$ cat src/hw/watchdog_pkg.sv
// package: register map, field layout and timing constants of the windowed watchdog
`default_nettype none
package watchdog_pkg;
  // ----------------------------------------------------------------
  // register map
  // ----------------------------------------------------------------
  localparam logic [7:0] CTRL_OFFSET = 8'h00;
  localparam logic [7:0] STATUS_OFFSET = 8'h01;
  localparam logic [7:0] UNLOCK_OFFSET = 8'h02;
  localparam logic [7:0] UNLOCK_KEY = 8'hd8;
  localparam int STATUS_LOCK_BIT = 7;
  localparam int STATUS_BUSY_BIT = 0;
  localparam logic [7:0] CTRL_RESET = 8'h00;
  // ----------------------------------------------------------------
  // timing
  // ----------------------------------------------------------------
  localparam int CLK_HZ = 25000000;
  localparam int OSC_HZ = 32768;
  localparam int TICK_HZ = 1024;
  localparam int OSC_DIV = OSC_HZ / TICK_HZ;
  localparam logic [4:0] OSC_DIV_LAST = 5'(OSC_DIV - 1);
  localparam logic [2:0] UNLOCK_CYCLES = 3'h4;
  localparam logic [1:0] SYNC_TICKS = 2'h2;
  localparam logic [4:0] RESET_HOLD_CYCLES = 5'h10;
  localparam logic [3:0] PERIOD_MAX_CODE = 4'hb;
  localparam logic [13:0] PERIOD_BASE_TICKS = 14'h0008;
  // ----------------------------------------------------------------
  // types
  // ----------------------------------------------------------------
  typedef struct packed {
    logic [3:0] window;
    logic [3:0] period;
  } wd_cfg_type;
  typedef enum logic [1:0] {
    ST_OFF,
    ST_NORMAL,
    ST_CLOSED,
    ST_OPEN
  } wd_state_type;
endpackage
`default_nettype wire

$ cat src/hw/windowed_watchdog_timer.sv
// windowed watchdog timer: register port, tick divider, sync, window/normal counting, reset pulse
// Functional notes
// - enabled counter resets system on missed refresh
// - refresh instruction restarts time-out counting
// - count on 1.024 kHz from oscillator
// - config and refresh cross domains safely
// - eleven periods from 8 ms to 8 s
// - normal mode and window mode
// - window mode resets on early or late refresh
// - keeps counting in active and sleep
// - resets even when main clock fails; here all logic, reset pulse included, runs on ref_clk_in
// - unlock key and lock guard the settings
// - non-zero period selector enables the watchdog
// - open period follows closed period
// - lock blocks config, cleared only in debug
//
// Added by the designer: the placing of the registers and the plain strobed port.
`default_nettype none
module windowed_watchdog_timer
  import watchdog_pkg::*;
(
  input wire logic ref_clk_in,
  input wire logic nrst_in,
  input wire logic low_power_oscillator_in,
  input wire logic watchdog_refresh_instruction_in,
  input wire logic debug_mode_in,
  input wire logic debug_halt_in,
  input wire logic [7:0] fuse_cfg_in,
  input wire logic [7:0] addr_in,
  input wire logic [7:0] wr_data_in,
  input wire logic wr_en_in,
  input wire logic rd_en_in,
  output logic [7:0] rd_data_out,
  output logic sys_reset_req_out,
  output logic sync_pending_flag_out
);
  // ----------------------------------------------------------------
  // decode helpers
  // ----------------------------------------------------------------
  // reserved codes above the last one fall back to the longest period
  // code n counts 8 << (n - 1) ticks
  function automatic logic [13:0] ticks_of(input logic [3:0] code);
    logic [3:0] c;
    c = (code > PERIOD_MAX_CODE) ? PERIOD_MAX_CODE : code;
    ticks_of = PERIOD_BASE_TICKS << (c - 4'h1);
  endfunction

  // ----------------------------------------------------------------
  // declarations
  // ----------------------------------------------------------------
  logic osc_meta_reg;
  logic osc_sync_reg;
  logic osc_prev_reg;
  logic [4:0] div_reg;
  logic [4:0] div_next;
  logic tick_reg;
  logic boot_reg;
  wd_cfg_type shadow_reg;
  wd_cfg_type shadow_next;
  wd_cfg_type active_reg;
  logic lock_reg;
  logic lock_next;
  logic [2:0] unlock_reg;
  logic [2:0] unlock_next;
  logic cfg_pend_reg;
  logic [1:0] cfg_wait_reg;
  logic ref_pend_reg;
  logic [1:0] ref_wait_reg;
  wd_state_type state_reg;
  wd_state_type state_next;
  logic [13:0] cnt_reg;
  logic [13:0] cnt_next;
  logic [4:0] hold_reg;
  logic fire;
  logic [7:0] rd_data_reg;
  logic rst_out_reg;
  logic busy_out_reg;

  // ----------------------------------------------------------------
  // tick from the low-power oscillator
  // ----------------------------------------------------------------
  // the divider turns 32 oscillator edges into one tick enable
  // only rising edges count; the level itself carries no timing
  wire osc_edge = osc_sync_reg & ~osc_prev_reg;
  wire div_wrap = osc_edge && (div_reg == OSC_DIV_LAST);
  assign div_next = div_wrap ? 5'h00 : (osc_edge ? div_reg + 5'h01 : div_reg);

  // the meta stage is read only by the second stage
  always_ff @(posedge ref_clk_in or negedge nrst_in) begin
    if (!nrst_in) begin
      osc_meta_reg <= 1'b0;
      osc_sync_reg <= 1'b0;
      osc_prev_reg <= 1'b0;
      div_reg <= 5'h00;
      tick_reg <= 1'b0;
    end else begin
      osc_meta_reg <= low_power_oscillator_in;
      osc_sync_reg <= osc_meta_reg;
      osc_prev_reg <= osc_sync_reg;
      div_reg <= div_next;
      tick_reg <= div_wrap;
    end
  end

  // ----------------------------------------------------------------
  // register port, unlock and lock
  // ----------------------------------------------------------------
  // any protected write, taken or refused, closes the unlock window
  wire wr_ctrl = wr_en_in && (addr_in == CTRL_OFFSET);
  wire wr_status = wr_en_in && (addr_in == STATUS_OFFSET);
  wire wr_key = wr_en_in && (addr_in == UNLOCK_OFFSET) && (wr_data_in == UNLOCK_KEY);
  wire unlocked = (unlock_reg != 3'h0);
  wire ctrl_ok = wr_ctrl && unlocked && !lock_reg && !cfg_pend_reg;
  wire lock_set = wr_status && unlocked && wr_data_in[STATUS_LOCK_BIT];
  wire lock_clr = wr_status && unlocked && !wr_data_in[STATUS_LOCK_BIT] && debug_mode_in;
  wire fuse_lock = boot_reg && (fuse_cfg_in[3:0] != 4'h0);

  assign unlock_next = wr_key ? UNLOCK_CYCLES :
                       ((wr_ctrl || wr_status) ? 3'h0 : (unlocked ? unlock_reg - 3'h1 : 3'h0));
  assign shadow_next = boot_reg ? wd_cfg_type'(fuse_cfg_in) : (ctrl_ok ? wd_cfg_type'(wr_data_in) : shadow_reg);
  // a set beats a debug clear that lands in the same cycle
  assign lock_next = (fuse_lock || lock_set) ? 1'b1 : (lock_clr ? 1'b0 : lock_reg);

  // the pending bit stays up until the tick domain has taken the write
  wire [7:0] status_word = {lock_reg, 6'h00, cfg_pend_reg};
  wire [7:0] rd_mux = (addr_in == CTRL_OFFSET) ? shadow_reg :
                      ((addr_in == STATUS_OFFSET) ? status_word : 8'h00);

  // boot_reg loads the fuse strap in the first cycle after reset release
  always_ff @(posedge ref_clk_in or negedge nrst_in) begin
    if (!nrst_in) begin
      boot_reg <= 1'b1;
      shadow_reg <= CTRL_RESET;
      lock_reg <= 1'b0;
      unlock_reg <= 3'h0;
      rd_data_reg <= 8'h00;
    end else begin
      boot_reg <= 1'b0;
      shadow_reg <= shadow_next;
      lock_reg <= lock_next;
      unlock_reg <= unlock_next;
      rd_data_reg <= rd_en_in ? rd_mux : 8'h00;
    end
  end

  // ----------------------------------------------------------------
  // crossing into the tick domain: config and refresh
  // ----------------------------------------------------------------
  // both wait SYNC_TICKS ticks, so they land on the second tick, one to two tick periods after the request
  // writes are refused while pending, so only a settled shadow is copied across
  wire cfg_start = boot_reg || ctrl_ok;
  wire cfg_apply = cfg_pend_reg && tick_reg && (cfg_wait_reg == SYNC_TICKS - 2'h1);
  wire ref_apply = ref_pend_reg && tick_reg && (ref_wait_reg == SYNC_TICKS - 2'h1);

  always_ff @(posedge ref_clk_in or negedge nrst_in) begin
    if (!nrst_in) begin
      cfg_pend_reg <= 1'b0;
      cfg_wait_reg <= 2'h0;
      active_reg <= CTRL_RESET;
    end else if (cfg_start) begin
      cfg_pend_reg <= 1'b1;
      cfg_wait_reg <= 2'h0;
    end else if (cfg_apply) begin
      cfg_pend_reg <= 1'b0;
      active_reg <= shadow_reg;
    end else if (cfg_pend_reg && tick_reg) begin
      cfg_wait_reg <= cfg_wait_reg + 2'h1;
    end
  end

  // a refresh issued while one is pending merges with it
  always_ff @(posedge ref_clk_in or negedge nrst_in) begin
    if (!nrst_in) begin
      ref_pend_reg <= 1'b0;
      ref_wait_reg <= 2'h0;
    end else if (ref_apply) begin
      ref_pend_reg <= watchdog_refresh_instruction_in;
      ref_wait_reg <= 2'h0;
    end else if (watchdog_refresh_instruction_in && !ref_pend_reg) begin
      ref_pend_reg <= 1'b1;
      ref_wait_reg <= 2'h0;
    end else if (ref_pend_reg && tick_reg) begin
      ref_wait_reg <= ref_wait_reg + 2'h1;
    end
  end

  // ----------------------------------------------------------------
  // counting and windows
  // ----------------------------------------------------------------
  // period code zero parks the counter in the off state
  wire enabled = (active_reg.period != 4'h0);
  wire win_mode = (active_reg.window != 4'h0);
  wire [13:0] open_ticks = ticks_of(active_reg.period);
  wire [13:0] closed_ticks = ticks_of(active_reg.window);
  // 14 bits hold the longest period of 8192 ticks
  wire [13:0] cnt_inc = cnt_reg + 14'h0001;

  // ref_apply and tick_reg coincide, so every count and refresh step happens on a tick
  always_comb begin
    state_next = state_reg;
    cnt_next = cnt_reg;
    fire = 1'b0;
    case (state_reg)
      ST_OFF: begin
        cnt_next = 14'h0000;
        if (enabled) begin
          state_next = ST_NORMAL;
        end
      end
      ST_NORMAL: begin
        if (ref_apply) begin
          cnt_next = 14'h0000;
          // with a window set, the first refresh arms the closed slot
          state_next = win_mode ? ST_CLOSED : ST_NORMAL;
        end else if (tick_reg) begin
          cnt_next = cnt_inc;
          if (cnt_inc >= open_ticks) begin
            fire = 1'b1;
            cnt_next = 14'h0000;
          end
        end
      end
      ST_CLOSED: begin
        if (ref_apply) begin
          fire = 1'b1;
          cnt_next = 14'h0000;
          state_next = ST_NORMAL;
        end else if (tick_reg) begin
          cnt_next = cnt_inc;
          if (cnt_inc >= closed_ticks) begin
            cnt_next = 14'h0000;
            state_next = ST_OPEN;
          end
        end
      end
      ST_OPEN: begin
        if (ref_apply) begin
          cnt_next = 14'h0000;
          state_next = ST_CLOSED;
        end else if (tick_reg) begin
          cnt_next = cnt_inc;
          if (cnt_inc >= open_ticks) begin
            fire = 1'b1;
            cnt_next = 14'h0000;
            state_next = ST_NORMAL;
          end
        end
      end
      default: begin
        state_next = ST_OFF;
        cnt_next = 14'h0000;
      end
    endcase
    if (!enabled) begin
      state_next = ST_OFF;
      cnt_next = 14'h0000;
    end else if (!win_mode && state_reg != ST_OFF) begin
      state_next = ST_NORMAL;
    end
  end

  // a debug halt clears the count and re-runs one normal period first
  always_ff @(posedge ref_clk_in or negedge nrst_in) begin
    if (!nrst_in) begin
      state_reg <= ST_OFF;
      cnt_reg <= 14'h0000;
    end else if (debug_halt_in) begin
      state_reg <= enabled ? ST_NORMAL : ST_OFF;
      cnt_reg <= 14'h0000;
    end else begin
      state_reg <= state_next;
      cnt_reg <= cnt_next;
    end
  end

  // ----------------------------------------------------------------
  // reset request pulse
  // ----------------------------------------------------------------
  // held for several clocks so the reset controller cannot miss it
  // a halt drops a due fire rather than delaying it
  // the busy flag takes the next pending value, so it equals the status bit
  always_ff @(posedge ref_clk_in or negedge nrst_in) begin
    if (!nrst_in) begin
      hold_reg <= 5'h00;
      rst_out_reg <= 1'b0;
      busy_out_reg <= 1'b0;
    end else begin
      if (fire && !debug_halt_in) begin
        hold_reg <= RESET_HOLD_CYCLES;
      end else if (hold_reg != 5'h00) begin
        hold_reg <= hold_reg - 5'h01;
      end
      rst_out_reg <= (fire && !debug_halt_in) || (hold_reg > 5'h01);
      busy_out_reg <= cfg_start || (cfg_pend_reg && !cfg_apply);
    end
  end

  assign rd_data_out = rd_data_reg;
  assign sys_reset_req_out = rst_out_reg;
  assign sync_pending_flag_out = busy_out_reg;
endmodule
`default_nettype wire

$ cat config.mk
export PLATFORM = sky130hd
export DESIGN_NAME = windowed_watchdog_timer
export DESIGN_NICKNAME = d
export VERILOG_FILES = /design/src/hw/watchdog_pkg.sv /design/src/hw/windowed_watchdog_timer.sv
export SDC_FILE = /design/constraint.sdc
export NUM_CORES = 1
export LEC_CHECK = 0
export BUFFER_PORTS_ARGS = -buffer_cell sky130_fd_sc_hd__buf_4
export CORE_UTILIZATION = 55
export CTS_CLUSTER_DIAMETER = 60
export DETAILED_ROUTE_END_ITERATION = 8
export PLACE_DENSITY_LB_ADDON = 0.15
export RECOVER_POWER = 50
export REMOVE_ABC_BUFFERS = 1
export SLEW_MARGIN = 40
export SYNTH_ARGS = -nofsm -noshare
export SYNTH_HDL_FRONTEND = slang
export SYNTH_SLANG_ARGS = --single-unit
export TNS_END_PERCENT = 5
$ cat constraint.sdc
create_clock -name ref_clk_in -period 4.2 [get_ports ref_clk_in]
set_input_delay 0.84 -clock ref_clk_in [delete_from_list [all_inputs] [get_ports ref_clk_in]]
set_output_delay 0.84 -clock ref_clk_in [all_outputs]
set_load 0.01 [all_outputs]
==> run_summary.xml, run 1 <==
<?xml version="1.0" encoding="UTF-8"?>
<metrics>
  <group name="run_status">
    <metric name="outcome" unit="">completed</metric>
  </group>
  <group name="global_route">
    <metric name="first_global_vias" unit="">2794</metric>
    <metric name="grtUsageTotal" unit="%">21.9</metric>
    <metric name="grt_pass1_wl" unit="µm">12500</metric>
    <metric name="grt_antenna_before_repair" unit="">0</metric>
    <metric name="maximum_number_of_pins_on_one_net_before_global_route_repair" unit="">68</metric>
    <metric name="grt.overflow.total" unit="">0</metric>
  </group>
  <group name="clock_tree">
    <metric name="path_clk_slew" unit="ns">0.08</metric>
    <metric name="post_cts.resized_instances" unit="">0</metric>
    <metric name="total_setup_buffers_inserted_after_cts" unit="">0</metric>
    <metric name="cts.hold.buffers_added" unit="">0</metric>
    <metric name="tritoncts" unit="">done</metric>
    <metric name="cts.root.buffer_cell" unit="">sky130_fd_sc_hd__clkbuf_8</metric>
    <metric name="clkLatencyLatePin" unit="ns">0.35</metric>
    <metric name="cts.sink_count" unit="">67</metric>
    <metric name="clock_tree.htree_level_count" unit="">3</metric>
    <metric name="tritoncts.num_buffers" unit="">9</metric>
    <metric name="ctsLongestPathBuffers" unit="">2</metric>
  </group>
  <group name="synth">
    <metric name="sequential_area_share_after_synthesis" unit="%">43.2</metric>
    <metric name="post_synth_instance_area" unit="µm²">3890</metric>
    <metric name="synthesis.area_per_instance" unit="µm²">9.99</metric>
    <metric name="netlist-cell-type-count" unit="">53</metric>
    <metric name="dominantRegCellSynth" unit="">sky130_fd_sc_hd__dfrtp_1</metric>
    <metric name="syn-instance-count" unit="">389</metric>
    <metric name="synth.yosys.warnings" unit="">0</metric>
    <metric name="synth_enable_flop_cells" unit="">0</metric>
    <metric name="postSynthRegisterBits" unit="">67</metric>
    <metric name="synth-async-reset-ratio" unit="%">100</metric>
  </group>
  <group name="layout">
    <metric name="area_taken_by_multi_input_logic_gates" unit="µm²">2100</metric>
    <metric name="area_growth" unit="%">15.9</metric>
    <metric name="max_ffs_per_register" unit="">14</metric>
    <metric name="final_cell_area" unit="µm²">4500</metric>
    <metric name="num_antenna_cells" unit="">0</metric>
    <metric name="fraction_of_final_layout_cells_sized_beyond_drive_strength_1" unit="%">19.1</metric>
    <metric name="most-common-layout-cells" unit="">sky130_fd_sc_hd__dfrtp_1, sky130_fd_sc_hd__nand2_1, sky130_fd_sc_hd__buf_4</metric>
    <metric name="fillCellCount" unit="">531</metric>
    <metric name="layout.nets" unit="">498</metric>
    <metric name="register_area" unit="µm²">1680</metric>
    <metric name="layout_commonest_cell" unit="">sky130_fd_sc_hd__dfrtp_1</metric>
  </group>
  <group name="critical_path">
    <metric name="slowest_stage_delay_on_critical_path" unit="ns">0.43</metric>
    <metric name="crit_fanout" unit="">7</metric>
    <metric name="setup.worst_path.start_class" unit="">register</metric>
    <metric name="critical-path-slowest-cell" unit="">sky130_fd_sc_hd__a2111oi_2</metric>
    <metric name="worstPathCellList" unit="">and4_1 -&gt; and2_1 -&gt; nand4_1 -&gt; xnor2_1 -&gt; ha_1 -&gt; a211oi_1 -&gt; nor2_1 -&gt; a2111oi_2 -&gt; o21ai_0 -&gt; o211a_1 -&gt; or2_2</metric>
    <metric name="crit_arrival" unit="ns">3.49</metric>
    <metric name="timing.critical_path.to_type" unit="">register</metric>
    <metric name="worst-setup-path-type" unit="">reg -&gt; reg</metric>
    <metric name="worst-endpoint-required" unit="ns">4.44</metric>
  </group>
  <group name="worst_hold_path">
    <metric name="worst_hold_path_type" unit="">reg -&gt; reg</metric>
  </group>
  <group name="sta">
    <metric name="fin_ws" unit="ns">0.951</metric>
    <metric name="fin_hold_ws" unit="ns">0.364</metric>
    <metric name="max_freq" unit="GHz">0.308</metric>
    <metric name="clock_skew" unit="ns">0.0115</metric>
    <metric name="timing_hold_violations_final" unit="">0</metric>
    <metric name="rsz_0062_raised_after_global_routing" unit="">no</metric>
    <metric name="worst_slew_margin_rel" unit="%">61.2</metric>
    <metric name="setup-violations-final" unit="">0</metric>
    <metric name="final_max_slew_viol_count" unit="">0</metric>
    <metric name="tightest_slew" unit="ns">0.577</metric>
    <metric name="fin_crit" unit="ns">3.25</metric>
    <metric name="min_period_over_period" unit="%">77.4</metric>
    <metric name="timing.setup.tns" unit="ns">0</metric>
  </group>
  <group name="drt">
    <metric name="routedWlPerCell" unit="µm">14.2</metric>
    <metric name="wirelength" unit="µm">7580</metric>
    <metric name="dr.pass1.iters" unit="">4</metric>
    <metric name="drt_first_iter_violations" unit="">202</metric>
    <metric name="antenna_violating_nets_post_route" unit="">0</metric>
    <metric name="num_vias" unit="">2972</metric>
    <metric name="detail_route.vias_per_cell" unit="">5.56</metric>
    <metric name="drc" unit="">0</metric>
  </group>
  <group name="power">
    <metric name="post-layout-total-power" unit="mW">1.61</metric>
    <metric name="static-leakage-power" unit="nW">2.04</metric>
    <metric name="ir_worst_vdd" unit="µV">299</metric>
    <metric name="power.density" unit="nW/µm²">359</metric>
  </group>
  <group name="die">
    <metric name="core" unit="µm²">6790</metric>
    <metric name="chipWidth" unit="µm">86.1</metric>
    <metric name="floorplan.die_area" unit="µm²">7410</metric>
    <metric name="io_pins" unit="">42</metric>
    <metric name="initial_core_util" unit="%">57.2</metric>
    <metric name="row_count" unit="">30</metric>
    <metric name="die_h" unit="µm">86.1</metric>
  </group>
  <group name="placed_design">
    <metric name="placedInstanceArea" unit="µm²">4260</metric>
    <metric name="place_congestion" unit="">0.782</metric>
    <metric name="port_buffers" unit="">41</metric>
    <metric name="post-place-ws" unit="ns">0.993</metric>
    <metric name="detailedPlacementHpwl" unit="µm">5630</metric>
  </group>
  <group name="job">
    <metric name="maxCapViolCount" unit="">0</metric>
  </group>
</metrics>
==> layout make-up <==
cell class	count	share of cell area, %
clock inverters	7	2.19
clock buffers	9	2.75
inverters	12	1.00
multi-input cells	300	46.7
well taps	96	2.67
flip-flops and latches	67	37.3
repair buffers	44	7.42
==> critical path: cells and delay by family (launching register included) <==
| kind | cells | cell delay, ns |
|---|---|---|
| compound gates | 4 | 1.07 |
| simple gates | 5 | 1.06 |
| flops | 1 | 0.42 |
| fa+ha+maj | 1 | 0.30 |
| xor+xnor | 1 | 0.28 |
==> where the power goes <==
group          leakage (nW)  switching (mW)  internal, mW  total [mW]
Clock                 0.110           0.267         0.338       0.605
Combinational          1.07           0.117         0.128       0.244
Sequential            0.861          0.0564         0.709       0.765
==> per-layer routing <==
layer | routed length (µm) | GRT usage, % | share of wire [%] | vias to the layer above
met1 | 3600 | 28.2 | 47 | 1386
met2 | 3490 | 35.1 | 46 | 71
li1 | - | - | - | 1494
met3 | 254 | 3.95 | 3.4 | 21
met5 | 0 | 0 | 0 | -
met4 | 235 | 12.1 | 3.1 | 0
==> Yosys cell counts, drive strengths merged, types with 2 or more instances <==
| master | n | area, µm² |
|---|---|---|
| o2111ai | 2 | 17.5 |
| a21oi | 9 | 45.0 |
| xnor2 | 14 | 123 |
| mux2 | 10 | 113 |
| a221o | 6 | 60.1 |
| o31ai | 2 | 15.0 |
| mux2i | 11 | 110 |
| nor2 | 31 | 116 |
| buf | 4 | 33.8 |
| clkbuf | 5 | 28.8 |
| nor3 | 15 | 75.1 |
| dfrtp | 66 | 1650 |
| inv | 12 | 45.0 |
| nor4b | 2 | 17.5 |
| nor2b | 10 | 62.6 |
| and2 | 10 | 62.6 |
| and3 | 3 | 18.8 |
| and4 | 3 | 26.3 |
| a21o | 2 | 15.0 |
| ha | 32 | 400 |
| a211oi | 4 | 30.0 |
| nand4 | 8 | 50.1 |
| a2111oi | 3 | 38.8 |
| nor4 | 5 | 61.3 |
| nand2 | 57 | 214 |
| nor3b | 2 | 15.0 |
| o21ai | 22 | 110 |
| a211o | 2 | 20.0 |
| nand3 | 7 | 35.0 |
| nand2b | 3 | 18.8 |
| a22o | 11 | 96.3 |
==> worst paths after layout <==
path	slack (ns)	startpoint	cells past startpoint	end
max in group asynchronous	3.32	nrst_in	1	div_reg[0]
min in group asynchronous	0.46	nrst_in	1	cnt_reg[4]
hold reg to reg	0.36	osc_meta_reg	0	osc_sync_reg
hold / removal	0.36	osc_meta_reg	0	osc_sync_reg
setup / recovery	0.95	cnt_reg[2]	11	sys_reset_req_out
setup reg to reg	0.95	cnt_reg[2]	11	sys_reset_req_out
==> cells by family (layout without fill, tap and decap cells) <==
group,Yosys count,count (layout),synth area share [%]
AOI/OAI and AO/OA,70,70,13.2
xor gates and xnor gates,15,15,3.38
adders and majority gates,32,32,10.3
buffers and inverters,22,72,2.99
DFF,67,67,43.2
muxes,21,21,5.73
other,1,1,0.0965
and+or+nand+nor,161,161,21.1
==> through the flow <==
stage	util (%)	cells
global route	66.3	535
finish	66.3	535
detailed placement	62.8	518
floorplan	-	379
CTS	66.0	534
global placement	62.8	518
Note: power is estimated with default switching activity, not from simulation.
==> inputs of run 2 (changes only) <==
--- a/config.mk
+++ b/config.mk
@@ -6,7 +6,7 @@
 export NUM_CORES = 1
 export LEC_CHECK = 0
 export BUFFER_PORTS_ARGS = -buffer_cell sky130_fd_sc_hd__buf_4
-export CORE_UTILIZATION = 55
+export CORE_UTILIZATION = 53
 export CTS_CLUSTER_DIAMETER = 60
 export DETAILED_ROUTE_END_ITERATION = 8
 export PLACE_DENSITY_LB_ADDON = 0.15
==> constraint.sdc (replaced) <==
create_clock -name ref_clk_in -period 2.9 [get_ports ref_clk_in]
set_input_delay 0.58 -clock ref_clk_in [delete_from_list [all_inputs] [get_ports ref_clk_in]]
set_output_delay 0.58 -clock ref_clk_in [all_outputs]
set_load 0.01 [all_outputs]
==> run 2 against run 1 <==
  * Critical path depth up 2
  * Core utilization up 4.7 points
  * Critical endpoint is now state_reg[0]
  * Die area up 3.7%
  * Register-to-register slack worse by 0.97 ns
  * The run now ends with capacitance limit, slew limit, setup timing left
  * Largest cell class unchanged
==> run_summary.xml, run 2 (synthesis results as in run 1) <==
<?xml version="1.0" encoding="UTF-8"?>
<metrics>
  <group name="run_status">
    <metric name="outcome" unit="">finished, violations left</metric>
    <metric name="failed_checks" unit="">capacitance limit, slew limit, setup timing</metric>
  </group>
  <group name="global_route">
    <metric name="grt_pass1_wl" unit="µm">13700</metric>
    <metric name="grt_antenna_before_repair" unit="">0</metric>
    <metric name="maximum_number_of_pins_on_one_net_before_global_route_repair" unit="">68</metric>
    <metric name="first_global_vias" unit="">3071</metric>
    <metric name="grtUsageTotal" unit="%">23.4</metric>
    <metric name="grt.overflow.total" unit="">0</metric>
  </group>
  <group name="layout">
    <metric name="most-common-layout-cells" unit="">sky130_fd_sc_hd__buf_4, sky130_fd_sc_hd__dfrtp_1, sky130_fd_sc_hd__nand2_1</metric>
    <metric name="final_cell_area" unit="µm²">4930</metric>
    <metric name="fillCellCount" unit="">534</metric>
    <metric name="layout.nets" unit="">535</metric>
    <metric name="layout_commonest_cell" unit="">sky130_fd_sc_hd__buf_4</metric>
    <metric name="layout.core_utilization" unit="%">71.0</metric>
    <metric name="area_growth" unit="%">26.9</metric>
    <metric name="num_antenna_cells" unit="">0</metric>
    <metric name="max_ffs_per_register" unit="">14</metric>
    <metric name="post_route_insts_no_fill" unit="">572</metric>
    <metric name="fraction_of_final_layout_cells_sized_beyond_drive_strength_1" unit="%">29.2</metric>
  </group>
  <group name="die">
    <metric name="core" unit="µm²">6940</metric>
    <metric name="initial_core_util" unit="%">56.0</metric>
    <metric name="row_count" unit="">30</metric>
    <metric name="io_pins" unit="">42</metric>
    <metric name="chipWidth" unit="µm">87.6</metric>
    <metric name="floorplan.die_area" unit="µm²">7680</metric>
    <metric name="die_h" unit="µm">87.6</metric>
  </group>
  <group name="drt">
    <metric name="dr.pass1.iters" unit="">7</metric>
    <metric name="routedWlPerCell" unit="µm">14.6</metric>
    <metric name="antenna_violating_nets_post_route" unit="">0</metric>
    <metric name="detail_route.vias_per_cell" unit="">5.55</metric>
    <metric name="wirelength" unit="µm">8370</metric>
    <metric name="drt_first_iter_violations" unit="">153</metric>
    <metric name="num_vias" unit="">3174</metric>
    <metric name="drc" unit="">0</metric>
  </group>
  <group name="power">
    <metric name="ir_worst_vdd" unit="µV">286</metric>
    <metric name="static-leakage-power" unit="nW">2.30</metric>
    <metric name="post-layout-total-power" unit="mW">2.34</metric>
    <metric name="power.density" unit="nW/µm²">474</metric>
  </group>
  <group name="sta">
    <metric name="tightest_slew" unit="ns">1.59</metric>
    <metric name="clock_skew" unit="ns">0.00791</metric>
    <metric name="timing.setup.tns" unit="ns">-0.0691</metric>
    <metric name="setup-violations-final" unit="">4</metric>
    <metric name="rsz_0062_raised_after_global_routing" unit="">yes</metric>
    <metric name="timing_hold_violations_final" unit="">0</metric>
    <metric name="fin_ws" unit="ns">-0.0218</metric>
    <metric name="fin_hold_ws" unit="ns">0.352</metric>
    <metric name="fin_crit" unit="ns">2.92</metric>
    <metric name="min_period_over_period" unit="%">101</metric>
    <metric name="worst_slew_margin_rel" unit="%">-6.10</metric>
    <metric name="final_max_slew_viol_count" unit="">68</metric>
    <metric name="max_freq" unit="GHz">0.342</metric>
  </group>
  <group name="critical_path">
    <metric name="worst-setup-path-type" unit="">reg -&gt; reg</metric>
    <metric name="setup.worst_path.start_class" unit="">register</metric>
    <metric name="slowest_stage_delay_on_critical_path" unit="ns">0.38</metric>
    <metric name="timing.reg2reg.setup_slack" unit="ns">-0.02</metric>
    <metric name="worst-endpoint-required" unit="ns">3.14</metric>
    <metric name="timing.critical_path.mode_cell" unit="">sky130_fd_sc_hd__buf_4</metric>
    <metric name="crit_arrival" unit="ns">3.16</metric>
    <metric name="critical-path-slowest-cell" unit="">sky130_fd_sc_hd__dfrtp_1</metric>
    <metric name="timing.critical_path.to_type" unit="">register</metric>
    <metric name="worstPathCellList" unit="">and4_1 -&gt; and2_4 -&gt; nand4_1 -&gt; xnor2_2 -&gt; buf_4 -&gt; ha_4 -&gt; a211oi_1 -&gt; nor2_1 -&gt; nor4_1 -&gt; buf_4 -&gt; o2111ai_1 -&gt; nand2_1 -&gt; mux2_2</metric>
    <metric name="critical_path.n_buffers_inverters" unit="">2</metric>
    <metric name="critPathTopFamily" unit="">simple AND/OR/NAND/NOR gates</metric>
    <metric name="crit_fanout" unit="">3</metric>
  </group>
  <group name="clock_tree">
    <metric name="tritoncts.num_buffers" unit="">9</metric>
    <metric name="cts.root.buffer_cell" unit="">sky130_fd_sc_hd__clkbuf_8</metric>
    <metric name="clock_tree.htree_level_count" unit="">3</metric>
    <metric name="path_clk_slew" unit="ns">0.08</metric>
    <metric name="cts.sink_count" unit="">67</metric>
    <metric name="clkLatencyLatePin" unit="ns">0.35</metric>
    <metric name="tritoncts" unit="">done</metric>
    <metric name="ctsLongestPathBuffers" unit="">2</metric>
  </group>
  <group name="placed_design">
    <metric name="port_buffers" unit="">41</metric>
    <metric name="placedCellCount" unit="">551</metric>
    <metric name="detailedPlacementHpwl" unit="µm">6130</metric>
    <metric name="placedInstanceArea" unit="µm²">4520</metric>
    <metric name="place_congestion" unit="">0.848</metric>
    <metric name="post-place-ws" unit="ns">-0.114</metric>
  </group>
  <group name="job">
    <metric name="maxCapViolCount" unit="">1</metric>
  </group>
  <group name="worst_hold_path">
    <metric name="worst_hold_path_type" unit="">in -&gt; reg</metric>
  </group>
</metrics>
==> run 2: cell types whose count changed in the layout (fill, tap and decap cells not counted), moves of 2 or more <==
cell                        before  now
sky130_fd_sc_hd__nor3_1         15   12
sky130_fd_sc_hd__nor3_2          0    3
sky130_fd_sc_hd__xnor2_1        14    9
sky130_fd_sc_hd__xnor2_2         0    5
sky130_fd_sc_hd__a2111oi_4       0    2
sky130_fd_sc_hd__o21ai_1         7    9
sky130_fd_sc_hd__a2111oi_2       2    0
sky130_fd_sc_hd__ha_1           32   29
sky130_fd_sc_hd__nor2_2          0    2
sky130_fd_sc_hd__nor2_1         31   29
sky130_fd_sc_hd__o21ai_0        15   13
sky130_fd_sc_hd__ha_4            0    3
sky130_fd_sc_hd__nor4_2          2    0
sky130_fd_sc_hd__buf_4          42   77
==> run 2: final cells by class <==
| type | instances | area [µm²] | area share [%] |
|---|---|---|---|
| multi-input combinational | 300 | 2250 | 45.7 |
| sequential | 67 | 1680 | 34.0 |
| timing repair buffer | 81 | 613 | 12.4 |
| clock buffer | 9 | 124 | 2.51 |
| tap | 96 | 120 | 2.44 |
| clock inverter | 7 | 98.8 | 2.00 |
| inverter | 12 | 45.0 | 0.913 |
==> run 2: what timing repair did <==
item | CTS | global route
setup buffers | 2 | 5
hold buffers | 0 | 0
setup endpoints to repair | 19 | 21
gates resized for setup | 4 | 21
pin swaps | 11 | 19
==> run 2: layer usage <==
metal  vias up  global-route usage (%)  wire length (µm)
li1       1560                       -                 -
met2        55                    39.2              4120
met1      1547                    29.9              3800
met3        12                    5.28               294
met4         0                    8.05               155
met5         -                       0                 0
==> run 2: worst paths after layout <==
kind                       depth (start not counted)             to                     from
max                                               13   state_reg[0]               cnt_reg[0]
min                                                1   osc_meta_reg  low_power_oscillator_in
max reg2reg                                       13   state_reg[0]               cnt_reg[0]
min reg2reg                                        0   osc_sync_reg             osc_meta_reg
max in group asynchronous                          1  active_reg[7]                  nrst_in
min in group asynchronous                          1     cnt_reg[0]                  nrst_in
==> run 2: power breakdown <==
part | leakage, nW | internal (mW) | total [mW] | switching, mW
Sequential | 0.861 | 1.03 | 1.11 | 0.0833
Clock | 0.110 | 0.489 | 0.862 | 0.373
Combinational | 1.33 | 0.187 | 0.365 | 0.178
Total | 2.30 | 1.70 | 2.34 | 0.634
==> inputs of run 3 (changes only) <==
--- a/config.mk
+++ b/config.mk
@@ -6,7 +6,9 @@
 export NUM_CORES = 1
 export LEC_CHECK = 0
 export BUFFER_PORTS_ARGS = -buffer_cell sky130_fd_sc_hd__buf_4
-export CORE_UTILIZATION = 53
+export CELL_PAD_IN_SITES_DETAIL_PLACEMENT = 1
+export CELL_PAD_IN_SITES_GLOBAL_PLACEMENT = 2
+export CORE_UTILIZATION = 34
 export CTS_CLUSTER_DIAMETER = 60
 export DETAILED_ROUTE_END_ITERATION = 8
 export PLACE_DENSITY_LB_ADDON = 0.15
==> run 3 against run 2 <==
  * The run still ends with capacitance limit, slew limit, setup timing left
  * Sequential share of layout area decreased by 1.7 points
  * Die area grew 54%
  * Critical path type unchanged
  * Largest cell class unchanged
  * Clock skew fell by 0.0041 ns
  * Via count grew 1.6%
  * Final cell count grew 9.1%
  * Core utilization is 24 points lower
  * Sequential power about the same
==> run_summary.xml, run 3 (synthesis results as in run 1) <==
<?xml version="1.0" encoding="UTF-8"?>
<metrics>
  <group name="run_status">
    <metric name="outcome" unit="">finished, violations left</metric>
    <metric name="failed_checks" unit="">capacitance limit, slew limit, setup timing</metric>
  </group>
  <group name="layout">
    <metric name="area_growth" unit="%">33.7</metric>
    <metric name="post_route_insts_no_fill" unit="">624</metric>
    <metric name="max_ffs_per_register" unit="">14</metric>
    <metric name="num_antenna_cells" unit="">0</metric>
    <metric name="layout_commonest_cell" unit="">sky130_fd_sc_hd__buf_4</metric>
    <metric name="area_taken_by_multi_input_logic_gates" unit="µm²">2320</metric>
    <metric name="fraction_of_final_layout_cells_sized_beyond_drive_strength_1" unit="%">31.4</metric>
    <metric name="layout.nets" unit="">543</metric>
    <metric name="layout.core_utilization" unit="%">47.3</metric>
    <metric name="register_area" unit="µm²">1680</metric>
    <metric name="fillCellCount" unit="">1232</metric>
    <metric name="most-common-layout-cells" unit="">sky130_fd_sc_hd__buf_4, sky130_fd_sc_hd__dfrtp_1, sky130_fd_sc_hd__nand2_1</metric>
  </group>
  <group name="drt">
    <metric name="num_vias" unit="">3225</metric>
    <metric name="dr.pass1.iters" unit="">4</metric>
    <metric name="drt_first_iter_violations" unit="">66</metric>
    <metric name="drc" unit="">0</metric>
    <metric name="routedWlPerCell" unit="µm">16.7</metric>
    <metric name="wirelength" unit="µm">10400</metric>
    <metric name="detail_route.vias_per_cell" unit="">5.17</metric>
    <metric name="antenna_violating_nets_post_route" unit="">0</metric>
  </group>
  <group name="power">
    <metric name="static-leakage-power" unit="nW">2.38</metric>
    <metric name="power.density" unit="nW/µm²">499</metric>
    <metric name="ir_worst_vdd" unit="µV">378</metric>
    <metric name="post-layout-total-power" unit="mW">2.59</metric>
  </group>
  <group name="clock_tree">
    <metric name="clkLatencyLatePin" unit="ns">0.33</metric>
    <metric name="tritoncts.num_buffers" unit="">9</metric>
    <metric name="clock_tree.htree_level_count" unit="">3</metric>
    <metric name="ctsLongestPathBuffers" unit="">2</metric>
    <metric name="cts.hold.buffers_added" unit="">0</metric>
    <metric name="tritoncts" unit="">done</metric>
    <metric name="path_clk_slew" unit="ns">0.05</metric>
    <metric name="cts.sink_count" unit="">67</metric>
    <metric name="cts.root.buffer_cell" unit="">sky130_fd_sc_hd__clkbuf_16</metric>
  </group>
  <group name="sta">
    <metric name="worst_slew_margin_rel" unit="%">-13.1</metric>
    <metric name="tightest_slew" unit="ns">1.70</metric>
    <metric name="final_max_slew_viol_count" unit="">68</metric>
    <metric name="setup-violations-final" unit="">20</metric>
    <metric name="min_period_over_period" unit="%">106</metric>
    <metric name="clock_skew" unit="ns">0.00379</metric>
    <metric name="fin_crit" unit="ns">3.08</metric>
    <metric name="timing_hold_violations_final" unit="">0</metric>
    <metric name="rsz_0062_raised_after_global_routing" unit="">yes</metric>
    <metric name="max_freq" unit="GHz">0.325</metric>
    <metric name="fin_ws" unit="ns">-0.176</metric>
    <metric name="timing.setup.tns" unit="ns">-2.27</metric>
  </group>
  <group name="placed_design">
    <metric name="placedCellCount" unit="">602</metric>
    <metric name="port_buffers" unit="">41</metric>
    <metric name="place_congestion" unit="">0.788</metric>
    <metric name="post-place-ws" unit="ns">-0.212</metric>
    <metric name="detailedPlacementHpwl" unit="µm">7510</metric>
  </group>
  <group name="critical_path">
    <metric name="timing.reg2reg.setup_slack" unit="ns">-0.18</metric>
    <metric name="worst-r2r-cell-count" unit="">14</metric>
    <metric name="worst-setup-path-type" unit="">reg -&gt; reg</metric>
    <metric name="worst_r2r_endpoint" unit="">cnt_reg[2]</metric>
    <metric name="setup.worst_path.start_class" unit="">register</metric>
    <metric name="timing.critical_path.to_type" unit="">register</metric>
    <metric name="crit_arrival" unit="ns">3.29</metric>
    <metric name="worst-endpoint-required" unit="ns">3.11</metric>
    <metric name="r2r_start" unit="">cnt_reg[4]</metric>
    <metric name="crit_fanout" unit="">6</metric>
  </group>
  <group name="global_route">
    <metric name="grt_pass1_wl" unit="µm">17300</metric>
    <metric name="grt_antenna_before_repair" unit="">0</metric>
    <metric name="grtUsageTotal" unit="%">19.1</metric>
    <metric name="maximum_number_of_pins_on_one_net_before_global_route_repair" unit="">68</metric>
    <metric name="grt.overflow.total" unit="">0</metric>
    <metric name="first_global_vias" unit="">3514</metric>
  </group>
  <group name="worst_hold_path">
    <metric name="hold_path_end" unit="">osc_sync_reg</metric>
    <metric name="min_from" unit="">osc_meta_reg</metric>
    <metric name="hold_depth" unit="">0</metric>
    <metric name="worst_hold_path_type" unit="">reg -&gt; reg</metric>
  </group>
  <group name="die">
    <metric name="io_pins" unit="">42</metric>
    <metric name="die_h" unit="µm">109</metric>
    <metric name="initial_core_util" unit="%">35.4</metric>
    <metric name="row_count" unit="">38</metric>
    <metric name="floorplan.die_area" unit="µm²">11900</metric>
    <metric name="core" unit="µm²">11000</metric>
    <metric name="chipWidth" unit="µm">109</metric>
  </group>
  <group name="job">
    <metric name="maxCapViolCount" unit="">1</metric>
  </group>
</metrics>
-- run 3: cell types whose count changed in the layout (fill, tap and decap cells not counted), moves of 3 or more --
cell / before / now
sky130_fd_sc_hd__buf_4: 77 / 81
sky130_fd_sc_hd__buf_6: 2 / 5
sky130_fd_sc_hd__clkbuf_16: 0 / 9
sky130_fd_sc_hd__clkbuf_8: 9 / 1
sky130_fd_sc_hd__nor2_4: 0 / 3
-- run 3: cell type report --
cell class	count	share of cell area, %
clock buffers	12	4.74
flip-flops and latches	67	32.3
inverters	12	0.867
repair buffers	89	13.1
clock inverters	4	0.987
multi-input cells	300	44.6
well taps	140	3.37
-- run 3: per-stage QoR --
step                      area [µm²]  hold WS, ns
final                           5200        0.356
after detailed placement        4630        0.351
after CTS                       5000        0.279
after floorplan                 3810        0.284
after global placement          4620        0.334
after global routing            5200        0.369
-- run 3: timing repair --
| action | in CTS | in global routing |
|---|---|---|
| pin swaps | 7 | 22 |
| endpoints found under the setup margin | 21 | 21 |
| gates cloned | 0 | 1 |
| buffers inserted | 1 | 5 |
| gates resized for setup | 13 | 27 |
-- run 3: worst max-delay path, cell delays in order, from the launching register on --
cell	delay (ns)
sky130_fd_sc_hd__dfrtp_1	0.35
sky130_fd_sc_hd__and4_4	0.24
sky130_fd_sc_hd__buf_6	0.10
sky130_fd_sc_hd__nand4_1	0.11
sky130_fd_sc_hd__buf_6	0.16
sky130_fd_sc_hd__nor2_4	0.16
sky130_fd_sc_hd__xnor2_4	0.12
sky130_fd_sc_hd__ha_4	0.28
sky130_fd_sc_hd__nand4_1	0.15
sky130_fd_sc_hd__a2111oi_4	0.36
sky130_fd_sc_hd__a2111oi_4	0.10
sky130_fd_sc_hd__a22oi_2	0.28
sky130_fd_sc_hd__nor2_4	0.08
sky130_fd_sc_hd__buf_6	0.17
sky130_fd_sc_hd__a221o_1	0.28
-- run 3: metal layers --
metal	share of wire, %	global-route usage, %	up-vias
met5	0	0	-
met4	1.3	6.27	0
met3	2.8	4.24	9
met2	50	32.4	51
met1	45	23.8	1584
li1	-	-	1581
-- run 3: worst max-delay path by stage --
| stage | depth (start not counted) | to | start | slack [ns] |
|---|---|---|---|---|
| 3_5_place_dp | 13 | cnt_reg[2] | cnt_reg[1] | -0.21 |
| 6_report | 14 | cnt_reg[2] | cnt_reg[4] | -0.18 |
| 2_1_floorplan | 11 | cnt_reg[11] | cnt_reg[2] | -0.18 |
| 5_1_grt | 16 | cnt_reg[11] | cnt_reg[4] | -0.30 |
| 4_1_cts | 14 | cnt_reg[2] | cnt_reg[5] | -0.16 |
| 3_3_place_gp | 12 | sys_reset_req_out | cnt_reg[0] | -0.13 |
-- run 3: power breakdown --
group | leakage (nW) | total, mW | switching, mW | internal, mW
Clock | 0.143 | 1.10 | 0.414 | 0.690
Combinational | 1.38 | 0.379 | 0.186 | 0.193
Sequential | 0.861 | 1.11 | 0.0813 | 1.03
Total | 2.38 | 2.59 | 0.682 | 1.91
